$ cat src/hdl/swbc_regs.svh
`ifndef SWBC_REGS_SVH
`define SWBC_REGS_SVH
// Bit period limits in ns, default and extended
`define SWBC_T_MIN_NS      1000
`define SWBC_T_MAX_NS      5000
`define SWBC_T_EXT_MIN_NS  590
`define SWBC_T_EXT_MAX_NS  10000
`define SWBC_CLK_NS        20
// Period counts: least rounds up, longest rounds down
`define SWBC_T_MIN_CYC     ((`SWBC_T_MIN_NS + `SWBC_CLK_NS - 1) / `SWBC_CLK_NS)
`define SWBC_T_MAX_CYC     (`SWBC_T_MAX_NS / `SWBC_CLK_NS)
`define SWBC_T_EXT_MIN_CYC ((`SWBC_T_EXT_MIN_NS + `SWBC_CLK_NS - 1) / `SWBC_CLK_NS)
`define SWBC_T_EXT_MAX_CYC (`SWBC_T_EXT_MAX_NS / `SWBC_CLK_NS)
// Master divider: period in cycles for nominal bit, high time quarters
`define SWBC_M_PERIOD      16'h0064
`define SWBC_M_HIGH1       16'h004B
`define SWBC_M_HIGH0       16'h0019
`define SWBC_CNT_W         16
`endif

$ cat src/hdl/swbc_pkg.sv
package swbc_pkg;
   typedef logic [15:0] swbc_cnt_t;
   typedef enum logic [1:0] {
      SWBC_M_SUSP = 2'b00,
      SWBC_M_ACT  = 2'b01
   } swbc_mstate_e;
endpackage

$ cat src/hdl/swbc_link_if.sv
`timescale 1ns/1ps
`default_nettype none
interface swbc_link_if;
   logic master_voltage_signal;
   logic slave_current_signal;
   modport master (output master_voltage_signal, input slave_current_signal);
   modport slave  (input master_voltage_signal, output slave_current_signal);
endinterface
`default_nettype wire

$ cat src/hdl/swbc_slave.sv
// Function
// - Master one: high 70 to 80 percent
// - Master zero: high 20 to 30 percent
// - Master sends bits back to back
// - Bit boundaries only from rising edges
// - Decode each bit against own period
// - Period 1-5 us, extended 0.59-10 us
// - Master samples current only while high
// - Slave switches current only while low, except to resume
// - Suspended: voltage high, current low
// - Slave resumes by raising current while high
`timescale 1ns/1ps
`default_nettype none
`include "swbc_regs.svh"
module swbc_slave
   import swbc_pkg::*;
(
   // Clock and reset
   input  wire logic CLK,
   input  wire logic RESET,
   // Link
   swbc_link_if.slave LINK,
   // Mode
   input  wire logic EXT_PERIOD,
   // Received bits
   output logic      RX_VALID,
   output logic      RX_BIT,
   output logic      RX_PERIOD_ERR,
   // Bits to send
   input  wire logic TX_BIT,
   output logic      TX_TAKE,
   input  wire logic RESUME_REQ,
   output logic      SUSPENDED
);
   // ---------------------------------------------------------------
   // Input synchroniser
   // ---------------------------------------------------------------
   logic [2:0] sync_r;
   logic       vin_r;
   always_ff @(posedge CLK) begin
      if (RESET) begin
         sync_r <= 3'h7;
         vin_r  <= 1'b1;
      end else begin
         sync_r <= {sync_r[1:0], LINK.master_voltage_signal};
         if (sync_r[2] == sync_r[1])
            vin_r <= sync_r[1];
      end
   end
   logic vin_d_r;
   always_ff @(posedge CLK) begin
      if (RESET)
         vin_d_r <= 1'b1;
      else
         vin_d_r <= vin_r;
   end
   wire rise = vin_r & ~vin_d_r;
   wire fall = ~vin_r & vin_d_r;
   // ---------------------------------------------------------------
   // Period and high-time measurement
   // ---------------------------------------------------------------
   swbc_cnt_t per_r;
   swbc_cnt_t high_r;
   logic      in_bit_r;
   wire [15:0] per_lo = EXT_PERIOD ? 16'(`SWBC_T_EXT_MIN_CYC)
                                   : 16'(`SWBC_T_MIN_CYC);
   wire [15:0] per_hi = EXT_PERIOD ? 16'(`SWBC_T_EXT_MAX_CYC)
                                   : 16'(`SWBC_T_MAX_CYC);
   // Period spans the just-closed bit, measured rising to rising
   wire        per_ok = (per_r >= per_lo) && (per_r <= per_hi);
   // Sub-cycle period resolution: ties decode as zero
   wire        dec_one = {high_r, 1'b0} > {1'b0, per_r};
   // Silence longer than any period means suspended link
   wire        idle_to = per_r == 16'hFFFF;
   always_ff @(posedge CLK) begin
      if (RESET) begin
         per_r    <= 16'h0000;
         high_r   <= 16'h0000;
         in_bit_r <= 1'b0;
      end else if (rise) begin
         per_r    <= 16'h0001;
         high_r   <= 16'h0001;
         in_bit_r <= 1'b1;
      end else begin
         if (!idle_to)
            per_r <= per_r + 16'h0001;
         if (vin_r && !idle_to)
            high_r <= high_r + 16'h0001;
         if (idle_to)
            in_bit_r <= 1'b0;
      end
   end
   always_ff @(posedge CLK) begin
      if (RESET) begin
         RX_VALID      <= 1'b0;
         RX_BIT        <= 1'b0;
         RX_PERIOD_ERR <= 1'b0;
      end else begin
         RX_VALID      <= rise && in_bit_r && !idle_to;
         RX_PERIOD_ERR <= rise && in_bit_r && !idle_to && !per_ok;
         if (rise && in_bit_r)
            RX_BIT <= dec_one;
      end
   end
   // ---------------------------------------------------------------
   // Current output
   // ---------------------------------------------------------------
   logic cur_r;
   logic susp_r;
   logic woke_r;
   always_ff @(posedge CLK) begin
      if (RESET)
         susp_r <= 1'b1;
      else if (rise && in_bit_r && !idle_to)
         susp_r <= 1'b0;
      else if (idle_to && vin_r)
         susp_r <= 1'b1;
   end
   assign SUSPENDED = susp_r;
   // Set by the first low phase after suspend; the resume window is closed
   always_ff @(posedge CLK) begin
      if (RESET)
         woke_r <= 1'b0;
      else if (fall)
         woke_r <= 1'b1;
      else if (idle_to && vin_r)
         woke_r <= 1'b0;
   end
   // Next bit is loaded on the falling edge so it holds over the high
   assign TX_TAKE = fall && !susp_r;
   always_ff @(posedge CLK) begin
      if (RESET)
         cur_r <= 1'b0;
      else if (fall)
         cur_r <= susp_r ? 1'b0 : TX_BIT;
      // Only the suspended high may see a switch while the voltage is high
      else if (susp_r && !woke_r)
         cur_r <= RESUME_REQ && vin_r;
   end
   assign LINK.slave_current_signal = cur_r;
endmodule
`default_nettype wire
$ cat src/flat_wrapper.sv
// flat-port wrapper written by rule: the top's interface ports become plain ports
module swbc_slave_flat import swbc_pkg::*;
  (CLK, RESET, EXT_PERIOD, RX_VALID, RX_BIT, RX_PERIOD_ERR, TX_BIT, TX_TAKE, RESUME_REQ, SUSPENDED, LINK_master_voltage_signal, LINK_slave_current_signal);
  swbc_link_if LINK_i ();
  input  wire logic CLK;
  input  wire logic RESET;
  input  wire logic EXT_PERIOD;
  output logic RX_VALID;
  output logic RX_BIT;
  output logic RX_PERIOD_ERR;
  input  wire logic TX_BIT;
  output logic TX_TAKE;
  input  wire logic RESUME_REQ;
  output logic SUSPENDED;
  input wire logic [$bits(LINK_i.master_voltage_signal)-1:0] LINK_master_voltage_signal;
  output wire logic [$bits(LINK_i.slave_current_signal)-1:0] LINK_slave_current_signal;
  assign LINK_i.master_voltage_signal = LINK_master_voltage_signal;
  assign LINK_slave_current_signal = LINK_i.slave_current_signal;
  swbc_slave u_core (.CLK(CLK), .RESET(RESET), .LINK(LINK_i), .EXT_PERIOD(EXT_PERIOD), .RX_VALID(RX_VALID), .RX_BIT(RX_BIT), .RX_PERIOD_ERR(RX_PERIOD_ERR), .TX_BIT(TX_BIT), .TX_TAKE(TX_TAKE), .RESUME_REQ(RESUME_REQ), .SUSPENDED(SUSPENDED));
endmodule
$ cat config.mk
export PLATFORM = sky130hd
export DESIGN_NAME = swbc_slave_flat
export DESIGN_NICKNAME = d
export VERILOG_FILES = /design/src/hdl/swbc_pkg.sv /design/src/hdl/swbc_link_if.sv /design/src/hdl/swbc_slave.sv /design/src/flat_wrapper.sv
export VERILOG_INCLUDE_DIRS = /design/src /design/src/hdl
export SDC_FILE = /design/constraint.sdc
export NUM_CORES = 1
export LEC_CHECK = 0
export BUFFER_PORTS_ARGS = -buffer_cell sky130_fd_sc_hd__clkbuf_2
export CAP_MARGIN = 25
export CORE_MARGIN = 2
export CORE_UTILIZATION = 35
export DETAILED_ROUTE_END_ITERATION = 7
export GPL_TIMING_DRIVEN = 0
export PLACE_DENSITY = 0.5
export SKIP_LAST_GASP = 1
export SLEW_MARGIN = 10
export SYNTH_ARGS = -nofsm -noshare
export SYNTH_HDL_FRONTEND = slang
export SYNTH_SLANG_ARGS = --single-unit
$ cat constraint.sdc
create_clock -name CLK -period 2.01 [get_ports CLK]
set_input_delay 0.3015 -clock CLK [delete_from_list [all_inputs] [get_ports CLK]]
set_output_delay 0.3015 -clock CLK [all_outputs]
set_load 0.02 [all_outputs]
==> qor.csv <==
metric,value,unit
yosys.cell_types.count,45,
area_growth_syn_to_layout,11.7,%
finalClockSkew,0.0112,ns
vias_in_the_first_global_route,1973,
io_pins,12,
critical-path-max-stage-delay,0.47,ns
synthesis.area_per_instance,8.49,µm²
max_cap_violations,0,
fin_crit_sh,0.915,
cts_hold_repair.buffers,0,
run_status,completed,
power_density_over_the_cells,608,mW/mm²
diodes,0,
clk_tree_root_cell,sky130_fd_sc_hd__clkbuf_8,
setup_total_negative_slack,0,ns
finish.utilization,0.397,
overall_die_area,0.00795,mm²
worst_path_most_repeated_cell,sky130_fd_sc_hd__nand2b_1,
htree_levels,2,
max_clock_freq,543,MHz
via_per_inst,5.12,
grt_pass1_wl,10.1,mm
timing.critical_path.arrival,2.01,ns
synth_top_flop_cell,sky130_fd_sc_hd__dfxtp_1,
number_of_antenna_violations_at_the_first_check_in_global_routing,0,
timing.final.hold_violations,0,
fp.dieH,89.2,µm
chipWidth,89.2,µm
layout.filler_cells,771,
setup.worst_path.start_class,flip-flop,
clkTransAtPathRegs,0.09,ns
avgRoutedWirePerCell,14.7,µm
drive_gt1_frac,0.107,
max-clock-path-buffers,2,
cp_cell_sequence,buf_2 > nand2b_1 > nand2b_1 > clkbuf_1 > buf_1 > nor2_1,
clock_tree_from_tritoncts,built,
grt_usage,0.164,
start_util,0.356,
critPathRequiredTime,2.18,ns
synth-warning-count,0,
cpMaxStageDelayCell,sky130_fd_sc_hd__clkbuf_1,
async_reset_ff_frac,0,
cts_inserted_buffers,5,
syn-instance-count,299,
synthesized_cell_area,0.00254,mm²
report.final.setup_viol,0,
final_nets,346,
worstMarginPinSlew,0.609,ns
peakVddDrop,0.316,mV
setup.worst_path.end_class,flip-flop,
placement.setup.worst_slack,0.0738,ns
slew-limit-headroom,0.594,
clkSinkCount,44,
num_vias,2136,
ys_seq_elements,44,
number_of_flops_mapped_to_enable_cells_by_yosys,0,
finalWeightedCongestion,0.756,
wl,6.13,mm
leakage,1.10,nW
maximum_number_of_pins_on_one_net_before_global_route_repair,16,
post-route-min-period,1.84,ns
layout.cells.most_common,sky130_fd_sc_hd__dfxtp_1,
rsz0062_at_grt,no,
path_delay_family,buffers and inverters,
dp_hpwl,4.58,mm
layout.cells.most_common_list,"44 x sky130_fd_sc_hd__dfxtp_1, 37 x sky130_fd_sc_hd__nor2_1, 23 x sky130_fd_sc_hd__ha_1",
antenna_violation_net_count_after_detailed_routing,0,
synth_seq_area_share,0.347,
drc_errors,0,
placement.cell_area,0.00272,mm²
floorplan.core_area,0.00714,mm²
stdcell_area,0.00284,mm²
worstHoldPathType,in -> reg,
core.rowCount,31,
path_class,reg -> reg,
setup_slack,0.170,ns
worstSkewPairLatency,0.30,ns
drt_iter0_drc,152,
mappedNetlistNets,328,
numPortBuffers,11,
grt_remaining_overflow,0,
report.final.slew_viol_count,0,
critical_path.max_fanout,10,
crit_buf_inv,3,
drt_first_pass_iters,4,
==> state kept, by name (all words and copies together), names as in the netlist <==
name and flops:
u_core.LINK.slave_current_signal 1, u_core.RX_BIT 1, u_core.RX_PERIOD_ERR 1, u_core.RX_VALID 1
u_core.SUSPENDED 1, u_core.high_r 16, u_core.in_bit_r 1, u_core.per_r 16
u_core.sync_r 3, u_core.vin_d_r 1, u_core.vin_r 1, u_core.woke_r 1
==> power breakdown <==
group          internal, mW  switching [mW]
sequential            0.885          0.0182
combinational        0.0466          0.0634
clock                 0.375           0.336
total                  1.31           0.417
==> repair_timing <==
action / 4_1_cts / 5_1_grt
gates resized for setup: 0 / 3
endpoints found under the setup margin: 0 / 9
buffers inserted: 0 / 0
==> routing by layer <==
layer / vias up / wire, µm / track usage
li1: 1100 / - / -
met3: 6 / 217 / 0.0286
met5: - / 0 / 0
met2: 40 / 2680 / 0.253
met1: 990 / 3170 / 0.235
met4: 0 / 69 / 0.0475
==> path summary, 6_finish.rpt <==
check	start	endpoint	slack [ns]	cells past startpoint
setup reg to reg	u_core.vin_r	u_core.high_r[6]	0.17	6
hold reg to reg	u_core.sync_r[0]	u_core.sync_r[1]	0.42	1
hold / removal	LINK_master_voltage_signal	u_core.sync_r[0]	0.17	2
setup / recovery	u_core.vin_r	u_core.high_r[6]	0.17	6
==> layout make-up <==
class                   count  area [µm²]  share of cell area
multi-input cells         223        1530               0.539
flip-flops and latches     44         881               0.311
well taps                  99         124              0.0437
inverters                  20        75.1              0.0265
clock buffers               5        68.8              0.0243
plain buffers              12        57.6              0.0203
repair buffers             11        55.1              0.0194
clock inverters             3        46.3              0.0163
==> synthesized netlist by cell type, drive strengths merged, types with 2 or more instances <==
master   count  share of area
xor2        12          0.041
nor4         3         0.0074
clkbuf       7          0.010
inv         20          0.030
o21ai        8          0.016
a21boi       2         0.0059
a31oi        2         0.0049
buf          5          0.012
o21bai       3         0.0089
and2         2         0.0049
nor2        38          0.056
o2111ai      6          0.021
nor3        11          0.022
nand3        9          0.020
nand4        6          0.021
nand2       15          0.022
or2          5          0.012
o211ai      15          0.044
a41oi        2         0.0099
a21oi       15          0.030
nor2b        3         0.0074
and4         5          0.018
a21o         5          0.015
a211oi       2         0.0059
and3         8          0.020
xnor2       11          0.038
ha          23           0.11
dfxtp       44           0.35
nand2b       3         0.0074
==> metrics by stage <==
| step | total power [mW] | cells | hold slack (ns) |
|---|---|---|---|
| after floorplan | 0.996 | 299 | 0.389 |
| after global placement | 1.03 | 409 | 0.400 |
| after detailed placement | 1.03 | 409 | 0.396 |
| after CTS | 1.74 | 417 | 0.164 |
| after global routing | 1.80 | 417 | 0.163 |
| final | 1.72 | 417 | 0.175 |
==> worst reg2reg max path: stages (launching register included) <==
cell	delay [ns]
sky130_fd_sc_hd__dfxtp_1	0.31
sky130_fd_sc_hd__buf_2	0.19
sky130_fd_sc_hd__nand2b_1	0.11
sky130_fd_sc_hd__nand2b_1	0.08
sky130_fd_sc_hd__clkbuf_1	0.47
sky130_fd_sc_hd__buf_1	0.46
sky130_fd_sc_hd__nor2_1	0.10
==> kinds of logic after synthesis <==
kind of cell    after synthesis  share of synthesized area
mux                           1                    0.00444
flops                        44                      0.347
fa+ha+maj                    23                      0.113
compound gates               65                      0.177
simple gates                111                      0.227
buf+inv                      32                     0.0517
xor+xnor                     23                     0.0793
Power figures use the tool's default switching activity.
